[src/logic/tcch_pkg.sv]
// Constants for one timer channel register block
package tcch_pkg;
  localparam int unsigned CNT_W    = 16;
  localparam int unsigned EV_W     = 8;
  // Register byte offsets
  localparam logic [7:0] OFF_CV    = 8'h00;
  localparam logic [7:0] OFF_RA    = 8'h04;
  localparam logic [7:0] OFF_RB    = 8'h08;
  localparam logic [7:0] OFF_RC    = 8'h0c;
  localparam logic [7:0] OFF_SR    = 8'h10;
  localparam logic [7:0] OFF_IER   = 8'h14;
  localparam logic [7:0] OFF_IDR   = 8'h18;
  localparam logic [7:0] OFF_IMR   = 8'h1c;
  localparam logic [7:0] OFF_CTRL  = 8'h20;
  // Status bit positions
  localparam int unsigned SB_OVF   = 0;
  localparam int unsigned SB_LOVR  = 1;
  localparam int unsigned SB_MA    = 2;
  localparam int unsigned SB_MB    = 3;
  localparam int unsigned SB_MC    = 4;
  localparam int unsigned SB_LDA   = 5;
  localparam int unsigned SB_LDB   = 6;
  localparam int unsigned SB_ETRG  = 7;
  // Control bit positions
  localparam int unsigned CB_CLKEN = 0;
  localparam int unsigned CB_WAVE  = 1;
  localparam int unsigned CB_SWTRG = 2;
  localparam int unsigned CB_EVT   = 4;
  localparam int unsigned CB_SWACT = 6;
  // Flags that only exist in one mode
  localparam logic [7:0] WAVE_ONLY = 8'h0c;
  localparam logic [7:0] CAP_ONLY  = 8'h62;
  // Reset values
  localparam logic [15:0] CNT_RST  = 16'h0000;
  localparam logic [7:0] MASK_RST  = 8'h00;
  localparam logic [7:0] FLAG_RST  = 8'h00;
  typedef enum logic [1:0] {
    ACT_NONE = 2'h0,
    ACT_SET  = 2'h1,
    ACT_CLR  = 2'h2,
    ACT_TGL  = 2'h3
  } tcch_act_type;
endpackage

[src/logic/tcch_flag_if.sv]
// Event, clear and mask signals between channel core and status block
`timescale 1ns/1ps
`default_nettype none
interface tcch_flag_if;
  logic [7:0] setEv;
  logic [7:0] clrEv;
  logic [7:0] maskSet;
  logic [7:0] maskClr;
  logic       wave;
  logic [7:0] flags;
  logic [7:0] mask;
  logic       irq;
  modport core (output setEv, clrEv, maskSet, maskClr, wave, input flags, mask, irq);
  modport stat (input setEv, clrEv, maskSet, maskClr, wave, output flags, mask, irq);
endinterface
`default_nettype wire

[src/logic/tcch_sync.sv]
// Three-flop input synchroniser with agreement filter and edge pulses
`timescale 1ns/1ps
`default_nettype none
module tcch_sync #(
  parameter int unsigned W = 3
) (
  // Clock and reset
  input  wire logic         clk,
  input  wire logic         sys_rst,
  // Pins in, filtered level and edges out
  input  wire logic [W-1:0] async,
  output logic      [W-1:0] level,
  output logic      [W-1:0] rise,
  output logic      [W-1:0] fall
);
  logic [W-1:0] s1_q, s2_q, s3_q;
  logic [W-1:0] level_d;

  // Stage one feeds only stage two
  always_ff @(posedge clk) begin
    s1_q <= async;
    s2_q <= s1_q;
    s3_q <= s2_q;
  end

  // A change counts once stages two and three agree
  assign level_d = (s2_q & ~(s2_q ^ s3_q)) | (level & (s2_q ^ s3_q));

  always_ff @(posedge clk) begin
    if (sys_rst) begin
      level <= '0;
      rise  <= '0;
      fall  <= '0;
    end else begin
      level <= level_d;
      rise  <= level_d & ~level;
      fall  <= ~level_d & level;
    end
  end
endmodule
`default_nettype wire

[src/logic/tcch_status.sv]
// Sticky event flags, interrupt mask and interrupt request
`timescale 1ns/1ps
`default_nettype none
module tcch_status (
  // Clock and reset
  input wire logic clk,
  input wire logic sys_rst,
  // Core side
  tcch_flag_if.stat fi
);
  logic [7:0] flags_q;
  logic [7:0] mask_q;
  logic       irq_q;
  logic [7:0] modeMask;

  // Mode-only flags read as zero in the other mode
  assign modeMask = fi.wave ? ~tcch_pkg::CAP_ONLY : ~tcch_pkg::WAVE_ONLY;
  assign fi.flags = flags_q & modeMask;
  assign fi.mask  = mask_q;
  assign fi.irq   = irq_q;

  // A new event beats the read that clears it
  always_ff @(posedge clk) begin
    if (sys_rst) begin
      flags_q <= tcch_pkg::FLAG_RST;
    end else begin
      flags_q <= (flags_q & ~fi.clrEv) | fi.setEv;
    end
  end

  always_ff @(posedge clk) begin
    if (sys_rst) begin
      mask_q <= tcch_pkg::MASK_RST;
    end else begin
      mask_q <= (mask_q | fi.maskSet) & ~fi.maskClr;
    end
  end

  always_ff @(posedge clk) begin
    if (sys_rst) begin
      irq_q <= 1'b0;
    end else begin
      irq_q <= |(fi.flags & mask_q);
    end
  end
endmodule
`default_nettype wire

[src/logic/tcch_top.sv]
// Timer channel register block with APB slave, status flags and line B actions
//
// The register offsets and the APB slave port were chosen for this implementation.
`timescale 1ns/1ps
`default_nettype none
module tcch_top #(
  parameter int unsigned ADDR_W = 8
) (
  // Clock and reset
  input  wire logic              clk,
  input  wire logic              sys_rst,
  // APB slave
  input  wire logic              psel,
  input  wire logic              penable,
  input  wire logic              pwrite,
  input  wire logic [ADDR_W-1:0] paddr,
  input  wire logic [31:0]       pwdata,
  output logic      [31:0]       prdata,
  output logic                   pready,
  output logic                   pslverr,
  // Timer lines
  input  wire logic              ioLineAIn,
  output logic                   ioLineAOut,
  output logic                   ioLineAOe,
  input  wire logic              ioLineBIn,
  output logic                   ioLineBOut,
  output logic                   ioLineBOe,
  input  wire logic              extTrigIn,
  // Interrupt
  output logic                   irq
);
  localparam logic [15:0] CNT_ONE = 16'h0001;
  localparam logic [15:0] CNT_MAX = 16'hffff;

  logic [2:0]  pinLvl;
  logic [2:0]  pinRise;
  logic [2:0]  pinFall;
  logic [7:0]  addr;
  logic        setup;
  logic        access;
  logic        mapped;
  logic        wrEn;
  logic        rdEn;
  logic        swTrig;
  logic        clkEn_q;
  logic        wave_q;
  logic [1:0]  evtAct_q;
  logic [1:0]  swAct_q;
  logic [15:0] cnt_q;
  logic [15:0] cntNext;
  logic [15:0] ra_q;
  logic [15:0] rb_q;
  logic [15:0] rc_q;
  logic        aUnread_q;
  logic        bUnread_q;
  logic        lineA_q;
  logic        lineB_q;
  logic        lineB_d;
  logic        stepping;
  logic        ovfEv;
  logic        matchA;
  logic        matchB;
  logic        matchC;
  logic        loadA;
  logic        loadB;
  logic        overrun;
  logic        extEv;
  logic        mirA;
  logic        mirB;

  tcch_flag_if fi ();

  tcch_sync #(
    .W(3)
  ) uSync (
    .clk    (clk),
    .sys_rst(sys_rst),
    .async  ({extTrigIn, ioLineBIn, ioLineAIn}),
    .level  (pinLvl),
    .rise   (pinRise),
    .fall   (pinFall)
  );

  tcch_status uStat (
    .clk    (clk),
    .sys_rst(sys_rst),
    .fi     (fi.stat)
  );

  function automatic logic applyAct(input logic [1:0] act, input logic lvl);
    unique case (tcch_pkg::tcch_act_type'(act))
      tcch_pkg::ACT_NONE: applyAct = lvl;
      tcch_pkg::ACT_SET:  applyAct = 1'b1;
      tcch_pkg::ACT_CLR:  applyAct = 1'b0;
      tcch_pkg::ACT_TGL:  applyAct = ~lvl;
    endcase
  endfunction

  // APB decode; always ready, so every access lasts one cycle
  assign addr   = paddr[7:0];
  assign setup  = psel & ~penable;
  assign access = psel & penable;
  assign pready = 1'b1;

  always_comb begin
    mapped = 1'b0;
    if (ADDR_W == 8 || paddr == ADDR_W'(addr)) begin
      unique case (addr)
        tcch_pkg::OFF_CV,
        tcch_pkg::OFF_RA,
        tcch_pkg::OFF_RB,
        tcch_pkg::OFF_RC,
        tcch_pkg::OFF_SR,
        tcch_pkg::OFF_IER,
        tcch_pkg::OFF_IDR,
        tcch_pkg::OFF_IMR,
        tcch_pkg::OFF_CTRL: mapped = 1'b1;
        default:            mapped = 1'b0;
      endcase
    end
  end

  assign pslverr = access & ~mapped;
  assign wrEn    = access & pwrite & mapped;
  assign rdEn    = access & ~pwrite & mapped;
  assign swTrig  = wrEn && addr == tcch_pkg::OFF_CTRL && pwdata[tcch_pkg::CB_SWTRG];

  // Control register
  always_ff @(posedge clk) begin
    if (sys_rst) begin
      wave_q   <= 1'b0;
      evtAct_q <= 2'h0;
      swAct_q  <= 2'h0;
    end else if (wrEn && addr == tcch_pkg::OFF_CTRL) begin
      wave_q   <= pwdata[tcch_pkg::CB_WAVE];
      evtAct_q <= pwdata[tcch_pkg::CB_EVT +: 2];
      swAct_q  <= pwdata[tcch_pkg::CB_SWACT +: 2];
    end
  end

  // Software trigger also starts the counter clock
  always_ff @(posedge clk) begin
    if (sys_rst) begin
      clkEn_q <= 1'b0;
    end else if (wrEn && addr == tcch_pkg::OFF_CTRL) begin
      clkEn_q <= pwdata[tcch_pkg::CB_CLKEN] | pwdata[tcch_pkg::CB_SWTRG];
    end
  end

  // Counter
  assign cntNext  = cnt_q + CNT_ONE;
  assign stepping = clkEn_q & ~swTrig;

  always_ff @(posedge clk) begin
    if (sys_rst || swTrig) begin
      cnt_q <= tcch_pkg::CNT_RST;
    end else if (clkEn_q) begin
      cnt_q <= cntNext;
    end
  end

  // Events
  assign ovfEv   = stepping && cnt_q == CNT_MAX;
  assign matchA  = stepping && wave_q && cntNext == ra_q;
  assign matchB  = stepping && wave_q && cntNext == rb_q;
  assign matchC  = stepping && cntNext == rc_q;
  assign loadA   = ~wave_q & pinRise[0];
  assign loadB   = ~wave_q & pinFall[0];
  assign overrun = (loadA & aUnread_q) | (loadB & bUnread_q);
  assign extEv   = pinRise[2];

  // Register A: hardware load in capture, software write in waveform
  always_ff @(posedge clk) begin
    if (sys_rst) begin
      ra_q <= tcch_pkg::CNT_RST;
    end else if (loadA) begin
      ra_q <= cnt_q;
    end else if (wrEn && wave_q && addr == tcch_pkg::OFF_RA) begin
      ra_q <= pwdata[15:0];
    end
  end

  always_ff @(posedge clk) begin
    if (sys_rst) begin
      rb_q <= tcch_pkg::CNT_RST;
    end else if (loadB) begin
      rb_q <= cnt_q;
    end else if (wrEn && wave_q && addr == tcch_pkg::OFF_RB) begin
      rb_q <= pwdata[15:0];
    end
  end

  always_ff @(posedge clk) begin
    if (sys_rst) begin
      rc_q <= tcch_pkg::CNT_RST;
    end else if (wrEn && addr == tcch_pkg::OFF_RC) begin
      rc_q <= pwdata[15:0];
    end
  end

  // Loaded-but-unread tracking; a load in the reading cycle stays unread
  always_ff @(posedge clk) begin
    if (sys_rst) begin
      aUnread_q <= 1'b0;
      bUnread_q <= 1'b0;
    end else begin
      aUnread_q <= loadA | (aUnread_q & ~(rdEn && addr == tcch_pkg::OFF_RA));
      bUnread_q <= loadB | (bUnread_q & ~(rdEn && addr == tcch_pkg::OFF_RB));
    end
  end

  // Line drive; software trigger action is applied on top of a coincident event action
  always_comb begin
    lineB_d = lineB_q;
    if (extEv) begin
      lineB_d = applyAct(evtAct_q, lineB_d);
    end
    if (swTrig) begin
      lineB_d = applyAct(pwdata[tcch_pkg::CB_SWACT +: 2], lineB_d);
    end
  end

  always_ff @(posedge clk) begin
    if (sys_rst) begin
      lineB_q <= 1'b0;
    end else if (wave_q) begin
      lineB_q <= lineB_d;
    end
  end

  always_ff @(posedge clk) begin
    if (sys_rst) begin
      lineA_q <= 1'b0;
    end else if (matchA) begin
      lineA_q <= 1'b1;
    end else if (wave_q && matchC) begin
      lineA_q <= 1'b0;
    end
  end

  assign ioLineAOut = lineA_q;
  assign ioLineBOut = lineB_q;
  assign ioLineAOe  = wave_q;
  assign ioLineBOe  = wave_q;
  assign irq        = fi.irq;

  assign mirA = wave_q ? lineA_q : pinLvl[0];
  assign mirB = wave_q ? lineB_q : pinLvl[1];

  // Status block hookup; read clears only flags already returned
  assign fi.wave    = wave_q;
  assign fi.setEv   = {extEv, loadB, loadA, matchC, matchB, matchA, overrun, ovfEv};
  assign fi.clrEv   = (rdEn && addr == tcch_pkg::OFF_SR) ? prdata[7:0] : 8'h00;
  assign fi.maskSet = (wrEn && addr == tcch_pkg::OFF_IER) ? pwdata[7:0] : 8'h00;
  assign fi.maskClr = (wrEn && addr == tcch_pkg::OFF_IDR) ? pwdata[7:0] : 8'h00;

  // Read data sampled in the setup cycle, held through the access
  always_ff @(posedge clk) begin
    if (sys_rst) begin
      prdata <= 32'h0000_0000;
    end else if (setup) begin
      prdata <= 32'h0000_0000;
      unique case (addr)
        tcch_pkg::OFF_CV:   prdata <= {16'h0000, cnt_q};
        tcch_pkg::OFF_RA:   prdata <= {16'h0000, ra_q};
        tcch_pkg::OFF_RB:   prdata <= {16'h0000, rb_q};
        tcch_pkg::OFF_RC:   prdata <= {16'h0000, rc_q};
        tcch_pkg::OFF_SR:   prdata <= {13'h0000, mirB, mirA, clkEn_q, 8'h00, fi.flags};
        tcch_pkg::OFF_IMR:  prdata <= {24'h000000, fi.mask};
        tcch_pkg::OFF_CTRL: prdata <= {24'h000000, swAct_q, evtAct_q, 2'h0, wave_q, clkEn_q};
        default:            prdata <= 32'h0000_0000;
      endcase
    end
  end
endmodule
`default_nettype wire

[config.mk]
export PLATFORM = sky130hd
export DESIGN_NAME = tcch_top
export DESIGN_NICKNAME = d
export VERILOG_FILES = /design/src/logic/tcch_pkg.sv /design/src/logic/tcch_flag_if.sv /design/src/logic/tcch_sync.sv /design/src/logic/tcch_status.sv /design/src/logic/tcch_top.sv
export SDC_FILE = /design/constraint.sdc
export NUM_CORES = 1
export LEC_CHECK = 0
export BUFFER_PORTS_ARGS = -buffer_cell sky130_fd_sc_hd__buf_2
export CAP_MARGIN = 20
export CORE_ASPECT_RATIO = 1.25
export CORE_UTILIZATION = 23
export DETAILED_ROUTE_END_ITERATION = 10
export HOLD_SLACK_MARGIN = 0.08
export MAX_ROUTING_LAYER = met4
export PLACE_DENSITY_LB_ADDON = 0.25
export SYNTH_ARGS = -nofsm -noshare
export SYNTH_HDL_FRONTEND = slang
export SYNTH_SLANG_ARGS = --single-unit
[constraint.sdc]
create_clock -name clk -period 2.7 [get_ports clk]
set_input_delay 0.54 -clock clk [delete_from_list [all_inputs] [get_ports clk]]
set_output_delay 0.54 -clock clk [all_outputs]
set_load 0.02 [all_outputs]
; ---- Word-level counts from Yosys, hierarchy flattened
; Index checks and enable logic that the tools add are counted.
; Widths: inputs -> output; s select.
[totals]
ff_bits = 139
input_bits = 48
output_inout_bits = 39
[op_classes]
n_addsub = 1
eq_ne = 18
mux = 18
bitwise_logic = 44
reduce_logical = 26
[ops]
columns = cell, n
row1 = $pmux 19 s7, 1
row2 = $mux 16, 4
row3 = $eq 16x16->1, 3
row4 = $and 8x8->8, 4
row5 = $eq 8x5->1 const B, 4
row6 = $mux 8, 3
row7 = $logic_and 1x1->1, 17
row8 = $add 16x1->16 const B, 1
row9 = $eq 16x16->1 const B, 1
row10 = $eq 8x4->1 const B, 2
row11 = $not 8->8, 2
row12 = $or 8x8->8, 2
row13 = $and 1x1->1, 15
row14 = $not 1->1, 10
row15 = $and 3x3->3, 3
row16 = $reduce_or 9->1, 1
row17 = $eq 2x2->1 const B, 4
row18 = $eq 8x3->1 const B, 1
row19 = $eq 8x6->1 const B, 1
row20 = $logic_not 8->1, 1
row21 = $pmux 1 s4, 2
row22 = $reduce_or 8->1, 1
row23 = $mux 1, 7
row24 = $mux 7, 1
row25 = other kinds (8), 16

; ---- Longest topological paths before layout
; Gate-level depths: netlist of the first run.
[depth]
depth_word = 12
mapped_depth = 10

; ---- By module
; Synthesis of the first run repeated with hierarchy kept, for this count alone.
[hier_totals]
hier_cells = 841
hier_area_um2 = 6917.9
[modules_own_cells]
columns = mod, instances, cells_per_inst, area_per_inst_um2, seq_area_each_um2
row1 = tcch_top, 1, 731, 5761.8, 1861.8
row2 = tcch_status, 1, 73, 645.6, 340.3
row3 = tcch_sync, 1, 37, 510.5, 360.3

; ---- Worst setup path before layout of the first run
; No wires, ideal clock.
[synth_timing]
kind = input port to flip-flop
from = input paddr[3]
to = register uStat.flags_q[1]
setup_ps = 128
arrival_time_ps = 2443
required_ps = 2572
setup_slack_ps = 129
stages = 8
n_path_buf = 1
cell_sequence = or4_1 -> buf_2 -> a2bb2o_4 -> or3b_4 -> nor3_4 -> nand2_1 -> a222oi_1 -> nor2_1
[synth_between]
elab_chain_len = 9
elab_cells_between_ends = 17
[synth_lines]
columns = element, line_no
row1 = "start, declared", tcch_top.sv:16  ; input wire logic [ADDR_W-1:0] paddr,
row2 = "$eq 8x6->1, or another cell as far along", tcch_top.sv:108  ; unique case (addr)
row3 = $reduce_or 9->1, tcch_top.sv:108
row4 = $mux 1, tcch_top.sv:108
row5 = $and 1x1->1, tcch_top.sv:125  ; assign rdEn = access & ~pwrite & mapped;
row6 = $logic_and 1x1->1 *, tcch_top.sv:253  ; assign fi.clrEv = (rdEn && addr == tcch_pkg::OFF_SR) ? prdata[7:0] : 8'h00;
row7 = $mux 8 *, tcch_top.sv:253
row8 = $not 8->8 *, tcch_status.sv:27  ; flags_q <= (flags_q & ~fi.clrEv) | fi.setEv;
row9 = $and 8x8->8 *, tcch_status.sv:27
row10 = $or 8x8->8 *, tcch_status.sv:27
row11 = "end signal, assigned", tcch_status.sv:25  ; flags_q <= tcch_pkg::FLAG_RST;
row12 = "end signal, assigned", tcch_status.sv:27
row13 = "end, declared", tcch_status.sv:11  ; logic [7:0] flags_q;
; Mark *: on every way between the ends. The rest lies on a longest branch, timed or not.
; A chain may end at the register's enable or synchronous reset.

; ---- Final worst setup path of the first run
[layout_timing]
from = register cnt_q[0]
to = register uStat.flags_q[2]
[layout_between]
elab_chain_len = 4
[layout_lines]
columns = element, line_no
row1 = "start, declared", tcch_top.sv:49  ; logic [15:0] cnt_q;
row2 = "start signal, assigned", tcch_top.sv:156  ; cnt_q <= tcch_pkg::CNT_RST;
row3 = "start signal, assigned", tcch_top.sv:158  ; cnt_q <= cntNext;
row4 = $add 16x1->16, tcch_top.sv:151  ; assign cntNext = cnt_q + CNT_ONE;
row5 = $eq 16x16->1, tcch_top.sv:164  ; assign matchA = stepping && wave_q && cntNext == ra_q;
row6 = $logic_and 1x1->1, tcch_top.sv:164
row7 = $or 8x8->8, tcch_status.sv:27
; Every way passes these cells.

==> flow_summary.yaml, run 1 <==
outcome:
  status: "finished, final reports clean"
placed_design:
  io_buffer_count: 56
  place_area_um2: 7760
  dp_hpwl_mm: 16.6
  gp_congestion: 0.857
min_path:
  hp-start: "extTrigIn"
  hold_class: "primary input to flop"
  worstHoldPathCells: 1
  min_to: "uSync.s1_q[2]"
power:
  p_leak_uw: 0.00311
  ir_drop_mv: 0.337
  p_per_area_nw_per_um2: 556
  finalPower_uw: 4680
synth:
  synth_simple_gate_area_share_pct: 19.3
  synth_most_common_cell: "dfxtp_1"
  yosysTopAreaCell: "dfxtp_1"
  synth_top_area_share_pct: 37.8
  synthTopCellsByArea: "dfxtp_1, nor2_1, mux2i_1"
  synth_top_family_by_area: "compound AO/OA/AOI/OAI gates"
  synth_compound_area_share_pct: 22.2
  syn_inst: 759
  synth_edf_count: 0
  avgSynthCellArea_um2: 8.73
  synth_common_cells: "dfxtp_1, nor2_1, nand2_1"
  synthesis.area_um2: 6620
  synth_ff_type: "dfxtp_1"
  synthMuxAreaShare_pct: 5.50
  ys_async_sr_fraction_pct: 0
  synth.distinct_cells: 72
  synthAdderAreaFrac_pct: 0.189
  synth_warnings: 0
  ys_seq_area_share_pct: 37.8
  synth_seq_cells: 125
  synthXorXnorAreaFrac_pct: 8.82
sta:
  tightest_slew_ns: 0.724
  max_slew_margin_pct: 51.8
  rsz0062_at_grt: "yes"
  drv_slew: 0
  min_period_ns: 2.55
  fmax_ghz: 0.392
  finalCritPeriodShare_pct: 94.5
  final_hold_viol_count: 0
  setup_viol: 0
  fin_skew_ns: 0.0112
  hold_ws_ns: 0.210
setup_path:
  crit_path_cell_trace: "ha_1, and3_1, buf_12, xnor2_1, a2bb2oi_1, o211ai_1, a2111oi_2, buf_4, and4_1, o21ba_2"
  reg2reg_depth: 10
  critPathKind: "flop to flop"
  worst_ep_required_time_ns: 3.07
  cpPeakStageDelay_ns: 0.45
  cp_slowest_cell: "a2111oi_2"
  cp-end-kind: "flop"
  cp.buffers_inverters: 2
  crit_family: "compound AO/OA/AOI/OAI gates"
  cp.arrival_ns: 2.92
  reg2reg_slack_ns: 0.15
  critPathMaxFanout: 7
  r2r_end: "uStat.flags_q[2]"
  timing.rr.start: "cnt_q[0]"
  start_kind: "flop"
drt:
  wl_per_cell_um: 18.6
  dr.pass1.iters: 6
  vias_per_cell: 4.96
  vias: 6063
  ant_nets: 0
  drt_iter0_markers: 326
  drcViolationCount: 0
  wl_mm: 22.8
final_layout:
  nFillCells: 3049
  syn_to_final_growth_pct: 27.0
  fin_area_um2: 8410
  nNetsFinal: 903
  drive_above_1_share_pct: 24.2
grt:
  gr-usage-all-layers_pct: 16.4
  grt_max_degree: 102
  grt_pass1_wl_mm: 35.1
  grt_overflow: 0
  antenna_found_initial: 1
  grt_pass1_vias: 5851
clock_network:
  root_buffer: "clkbuf_16"
  cts_setup_buffers: 0
  hold_buffers: 0
  cts_tree: "yes"
  cts_made_buffers: 17
  h-tree-depth: 4
  clk_pin_slew_worst_paths_ns: 0.06
  cts.sinks: 125
  clk_latency_ns: 0.43
  clk_path_buf_depth: 2
die:
  die_w_um: 154
  rows: 69
  num_io_pins: 87
  die_y_um: 192
  core_um2: 28400
  initial_core_util_pct: 23.3
  dieArea_um2: 29500
run:
  maxCapViolations: 0
## worst register-to-register path: cells and delay by family (launching register included)
| kind | cells | cell delay [ns] |
|---|---|---|
| compound gates | 4 | 0.92 |
| simple gates | 2 | 0.51 |
| flops | 1 | 0.33 |
| buf+inv | 2 | 0.32 |
| fa+ha+maj | 1 | 0.28 |
| xor+xnor | 1 | 0.14 |
## kinds of logic after synthesis
| group | count (synthesis) |
|---|---|
| AOI/OAI and AO/OA | 189 |
| xor gates and xnor gates | 61 |
| adders and majority gates | 1 |
| buffers and inverters | 79 |
| DFF | 125 |
| muxes | 36 |
| other | 2 |
| and+or+nand+nor | 266 |
## cells in the final DEF, fill, tap and decap left out, types with 11 or more instances in the layout
cell type,n
buf_2,55
xor2_1,23
nand3_1,16
buf_4,72
mux2i_1,33
a311oi_2,13
nor2_1,99
xnor2_1,33
nor3_1,11
nand2_1,77
a22oi_1,19
clkbuf_16,17
a311oi_1,12
a21oi_1,48
conb_1,14
dfxtp_1,124
a211oi_1,28
## worst max-delay path by stage
stage / startpoint / cells past startpoint / slack (ns) / end
finish: cnt_q[0] / 10 / 0.15 / uStat.flags_q[2]
global route: cnt_q[0] / 11 / 0.004 / ioLineAOut
CTS: cnt_q[0] / 10 / 0.007 / uStat.flags_q[2]
detailed placement: paddr[3] / 9 / -0.1 / rb_q[6]
global placement: cnt_q[0] / 9 / -0.09 / uStat.flags_q[2]
floorplan: paddr[3] / 8 / 0.13 / uStat.flags_q[1]
## through the flow
stage	TNS, ns	util, %	cells	worst slack [ns]
floorplan	0	-	771	0.129
global placement	-0.740	27.3	1190	-0.0945
detailed placement	-1.19	27.3	1190	-0.0985
CTS	0	29.5	1222	0.00684
global route	0	29.6	1223	0.00386
finish	0	29.6	1223	0.150
## report_power, final
part	internal [µW]	total, µW	switching, µW
combinational	127	331	204
sequential	1890	1940	43.3
clock	1480	2410	928
## state kept, by name, indices dropped and copies added (netlist names), 2 cells and up, named ones only
name           cells
prdata            19
uStat.flags_q      8
swAct_q            2
uSync.s3_q         3
cnt_q             16
evtAct_q           2
rc_q              16
ra_q              16
uSync.rise         2
uSync.level        2
uStat.fi.mask      8
uSync.s1_q         3
uSync.s2_q         3
rb_q              16
## what timing repair did
item                                    CTS  global route
pin swaps                                 0             0
gates resized for setup                   2             8
endpoints found under the setup margin    2             2
endpoints found under the hold margin     0             0
## per-layer routing
| metal | vias to the layer above | GRT usage [%] | wire length [µm] |
|---|---|---|---|
| met3 | 32 | 2.53 | 740 |
| met5 | - | - | 0 |
| li1 | 2933 | - | - |
| met2 | 152 | 29.7 | 11900 |
| met4 | 0 | 6.50 | 634 |
| met1 | 2946 | 18.0 | 9510 |
## cell type report
type	instances	area, µm²	share of cell area, %
diodes	1	2.50	0.0298
clock inverters	12	161	1.92
well taps	355	444	5.28
multi-input cells	567	3810	45.3
inverters	6	22.5	0.268
repair buffers	137	1020	12.1
flip-flops and latches	125	2500	29.8
clock buffers	20	447	5.31
Power figures use the tool's default switching activity.
==> inputs of run 2 (changes only) <==
--- a/config.mk
+++ b/config.mk
@@ -5,6 +5,7 @@
 export SDC_FILE = /design/constraint.sdc
 export NUM_CORES = 1
 export LEC_CHECK = 0
+export ABC_AREA = 1
 export BUFFER_PORTS_ARGS = -buffer_cell sky130_fd_sc_hd__buf_2
 export CAP_MARGIN = 20
 export CORE_ASPECT_RATIO = 1.25
@@ -15,4 +16,5 @@
 export PLACE_DENSITY_LB_ADDON = 0.25
 export SYNTH_ARGS = -nofsm -noshare
 export SYNTH_HDL_FRONTEND = slang
+export SYNTH_HIERARCHICAL = 1
 export SYNTH_SLANG_ARGS = --single-unit
==> flow_summary.yaml, run 2 <==
drt:
  dr.pass1.iters: 5
  vias_per_cell: 4.60
  drt_iter0_markers: 496
  wl_mm: 24.3
  wl_per_cell_um: 16.0
  drcViolationCount: 0
  vias: 7004
  ant_nets: 0
sta:
  fin_skew_ns: 0.0125
  hold_ws_ns: 0.211
  tightest_slew_ns: 0.658
  layout_setup_ws_ns: 0.347
  drv_slew: 0
  max_slew_margin_pct: 56.1
  min_period_ns: 2.35
  fmax_ghz: 0.425
  rsz0062_at_grt: "no"
  finalCritPeriodShare_pct: 87.1
  setup_viol: 0
  tns_ns: 0
  final_hold_viol_count: 0
die:
  rows: 70
  core_um2: 29400
  die_w_um: 157
  die_y_um: 196
  num_io_pins: 87
  dieArea_um2: 30800
  initial_core_util_pct: 23.5
final_layout:
  layout_common_cells: "nand2_1, nor2_1, dfxtp_1"
  syn_to_final_growth_pct: 19.5
  largest_reg_flops: 19
  multi_input_comb_area_um2: 3640
  drive_above_1_share_pct: 14.5
  seq_area_um2: 2500
  antennaDiodeCount: 0
  fin_cells: 1522
  regMostFlops: "prdata"
  nFillCells: 3334
  final_common_cell: "nand2_1"
  nNetsFinal: 1162
grt:
  antenna_found_initial: 0
  grt_pass1_vias: 6467
  grt_max_degree: 55
  gr-usage-all-layers_pct: 16.8
  grt_overflow: 0
  grt_pass1_wl_mm: 37.5
setup_path:
  critPathMaxFanout: 8
  cp-end-kind: "flop"
  critPathKind: "flop to flop"
  start_kind: "flop"
  cpMostUsedCell: "nand2_1"
  worst_ep_required_time_ns: 3.07
  cp_slowest_cell: "dfxtp_2"
  cp.arrival_ns: 2.72
  cpPeakStageDelay_ns: 0.37
  crit_path_cell_trace: "ha_1, nand2_1, nor2_4, buf_4, nand3_1, nand2_1, nand2_1, nand2_1, nand2_1, nor2_1, nand3_1, nor3_1, a21oi_1, nor2_1"
clock_network:
  cts_resized: 0
  clk_latency_ns: 0.43
  cts_tree: "yes"
  cts_made_buffers: 17
  cts.sinks: 125
  hold_buffers: 0
  root_buffer: "clkbuf_16"
  cts_setup_buffers: 0
  clk_path_buf_depth: 2
  clk_pin_slew_worst_paths_ns: 0.06
  h-tree-depth: 4
run:
  maxCapViolations: 0
synth:
  synth_warnings: 6
  avgSynthCellArea_um2: 6.57
  syn_inst: 1052
  synthesis.area_um2: 6920
placed_design:
  dp.cells: 1490
  io_buffer_count: 56
  dp_slack_ns: 0.233
  gp_congestion: 0.874
  dp_hpwl_mm: 18.5
power:
  finalPower_uw: 4570
  p_per_area_nw_per_um2: 552
  ir_drop_mv: 0.447
  p_leak_uw: 0.00346
outcome:
  status: "finished, final reports clean"
min_path:
  hold_class: "primary input to flop"
## run 2: cell types whose count changed in the layout (fill, tap and decap cells not counted), sizes merged, moves of 38 or more
| cell | change |
|---|---|
| nand2 | +163 |
| inv | +122 |
| o21ai | +103 |
| buf | -51 |
| a21oi | +43 |
| nand3 | +38 |
## run 2: worst paths after layout
path / from / end / slack, ns / cells past startpoint
setup / recovery: cnt_q[1] / uStat/flags_q[4] / 0.35 / 14
hold / removal: ioLineAIn / uSync/s1_q[0] / 0.21 / 1
setup reg to reg: cnt_q[1] / uStat/flags_q[4] / 0.35 / 14
hold reg to reg: uSync/s1_q[2] / uSync/s2_q[2] / 0.33 / 0
## run 2: worst max-delay path: cells and delay by family, from the launching register on
kind	cells	cell delay [ns]
flip-flops	1	0.37
AO/OA/AOI/OAI	1	0.07
AND/OR/NAND/NOR	11	1.46
buffers and inverters	1	0.19
adder cells (fa/ha/maj)	1	0.21
## run 2: final cells by class
class / instances / share of cell area (%)
Tap cell: 396 / 5.99
Timing Repair Buffer: 86 / 6.27
Clock buffer: 17 / 5.15
Inverter: 131 / 6.04
Sequential cell: 125 / 30.3
Multi-Input combinational cell: 752 / 44.0
Clock inverter: 15 / 2.27
## run 2: per-layer routing
layer,track usage (%),vias to the layer above,share of wire (%)
met5,-,-,0
met4,7.01,0,2.8
met3,2.21,34,4.6
met2,28.4,197,50
met1,20.0,3219,43
li1,-,3554,-
## run 2: per-stage QoR
step                util [%]  instance area, µm²
global placement        26.0                7650
CTS                     28.1                8260
detailed placement      26.0                7650
floorplan                  -                6960
global route            28.1                8270
finish                  28.1                8270
## run 2: report_power, final
group	internal, µW	total (µW)	leakage (µW)	switching (µW)
Combinational	78.8	262	0.00215	183
Clock	1460	2410	0.000296	941
Sequential	1880	1900	0.00101	20.4
==> inputs of run 3 (changes only) <==
--- a/config.mk
+++ b/config.mk
@@ -9,11 +9,12 @@
 export BUFFER_PORTS_ARGS = -buffer_cell sky130_fd_sc_hd__buf_2
 export CAP_MARGIN = 20
 export CORE_ASPECT_RATIO = 1.25
-export CORE_UTILIZATION = 23
+export CORE_UTILIZATION = 45
 export DETAILED_ROUTE_END_ITERATION = 10
 export HOLD_SLACK_MARGIN = 0.08
 export MAX_ROUTING_LAYER = met4
 export PLACE_DENSITY_LB_ADDON = 0.25
+export RECOVER_POWER = 100
 export SYNTH_ARGS = -nofsm -noshare
 export SYNTH_HDL_FRONTEND = slang
 export SYNTH_HIERARCHICAL = 1
==> flow_summary.yaml, run 3 (synthesis results as in run 2) <==
outcome:
  status: "finished with violations"
  violations: "max-capacitance violations, max-slew violations"
placed_design:
  io_buffer_count: 56
  gp_congestion: 0.917
  dp.cells: 1266
  dp_hpwl_mm: 15.9
setup_path:
  critPathKind: "flop to flop"
  crit_start: "cnt_q[1]"
  worst_ep_required_time_ns: 2.93
  cp-end-kind: "flop"
  cp.arrival_ns: 2.68
  start_kind: "flop"
  reg2reg_slack_ns: 0.26
  critPathMaxFanout: 8
  timing.rr.start: "cnt_q[1]"
clock_network:
  root_buffer: "clkbuf_16"
  h-tree-depth: 4
  clk_latency_ns: 0.44
  cts_made_buffers: 17
  hold_buffers: 0
  cts_tree: "yes"
  clk_path_buf_depth: 2
  cts.sinks: 125
  cts_setup_buffers: 0
  cts_resized: 0
  clk_pin_slew_worst_paths_ns: 0.06
final_layout:
  antennaDiodeCount: 0
  multi_input_comb_area_um2: 3610
  syn_to_final_growth_pct: 13.1
  drive_above_1_share_pct: 10.4
  final_common_cell: "nand2_1"
  layout_common_cells: "nand2_1, nor2_1, dfxtp_1"
  nFillCells: 1555
  fin_cells: 1300
  seq_area_um2: 2500
  nNetsFinal: 1154
  utilization_pct: 52.1
  regMostFlops: "prdata"
  largest_reg_flops: 19
grt:
  antenna_found_initial: 0
  grt_pass1_wl_mm: 33.8
  grt_max_degree: 45
  gr-usage-all-layers_pct: 28.8
  grt_pass1_vias: 6498
  grt_overflow: 0
sta:
  setup_viol: 0
  rsz0062_at_grt: "no"
  drv_slew: 45
  max_slew_margin_pct: -37.9
  final_hold_viol_count: 0
  fmax_ghz: 0.410
  tightest_slew_ns: 2.07
  min_period_ns: 2.44
  finalCritPeriodShare_pct: 90.4
  tns_ns: 0
  fin_skew_ns: 0.0149
drt:
  dr.pass1.iters: 5
  vias: 7061
  drcViolationCount: 0
  drt_iter0_markers: 562
  vias_per_cell: 5.43
  wl_per_cell_um: 16.3
  ant_nets: 0
  wl_mm: 21.2
die:
  die_w_um: 113
  rows: 50
  initial_core_util_pct: 46.1
  num_io_pins: 87
  core_um2: 15000
  dieArea_um2: 15900
  die_y_um: 141
power:
  ir_drop_mv: 0.555
  p_leak_uw: 0.00327
  p_per_area_nw_per_um2: 561
min_path:
  hp-start: "extTrigIn"
  hold_class: "primary input to flop"
run:
  maxCapViolations: 1
## run 3: final cells by class
type / count / share of cell area (%)
repair buffers: 78 / 5.20
clock inverters: 15 / 1.89
flip-flops and latches: 125 / 32.0
inverters: 131 / 6.35
multi-input cells: 752 / 46.2
clock buffers: 17 / 5.44
well taps: 182 / 2.91
## run 3: worst paths after layout
path                   endpoint  cells past startpoint
setup / recovery     ioLineAOut                     15
hold / removal    uSync/s1_q[2]                      1
setup reg to reg     ioLineAOut                     15
hold reg to reg   uSync/s2_q[0]                      0
## run 3: stage by stage
stage,total power (µW),hold slack [ns],setup slack [ns],cell area (µm²)
after global routing,4520,0.198,0.0351,7820
after detailed placement,2180,0.314,0.266,7320
after floorplan,2120,0.310,0.731,6960
final,4390,0.200,0.258,7820
after global placement,2180,0.311,0.302,7320
after CTS,4410,0.198,0.247,7890
## run 3: report_power, final
part / total, µW / switching (µW) / leakage (µW) / internal (µW)
combinational: 247 / 172 / 0.00197 / 75.1
sequential: 1900 / 19.9 / 0.00101 / 1880
clock: 2250 / 954 / 0.000281 / 1290
## run 3: metal layers
metal | global-route usage [%] | vias up | wire [µm]
met5 | - | - | 0
met4 | 16.3 | 0 | 1070
met3 | 5.46 | 66 | 1510
met2 | 45.3 | 291 | 9780
met1 | 34.5 | 3161 | 8870
li1 | - | 3543 | -
## run 3: critical path, stage by stage, from the launching register on
cell     delay (ns)
dfxtp_1        0.41
ha_1           0.23
nand2_1        0.14
nor2_4         0.25
buf_4          0.19
nand3_1        0.09
nand2_1        0.09
nand2_2        0.09
nand2_1        0.07
nand2_1        0.06
nor2_1         0.08
nand3_1        0.16
nor2_1         0.13
nand3_1        0.08
nand2_1        0.12
a21oi_2        0.05
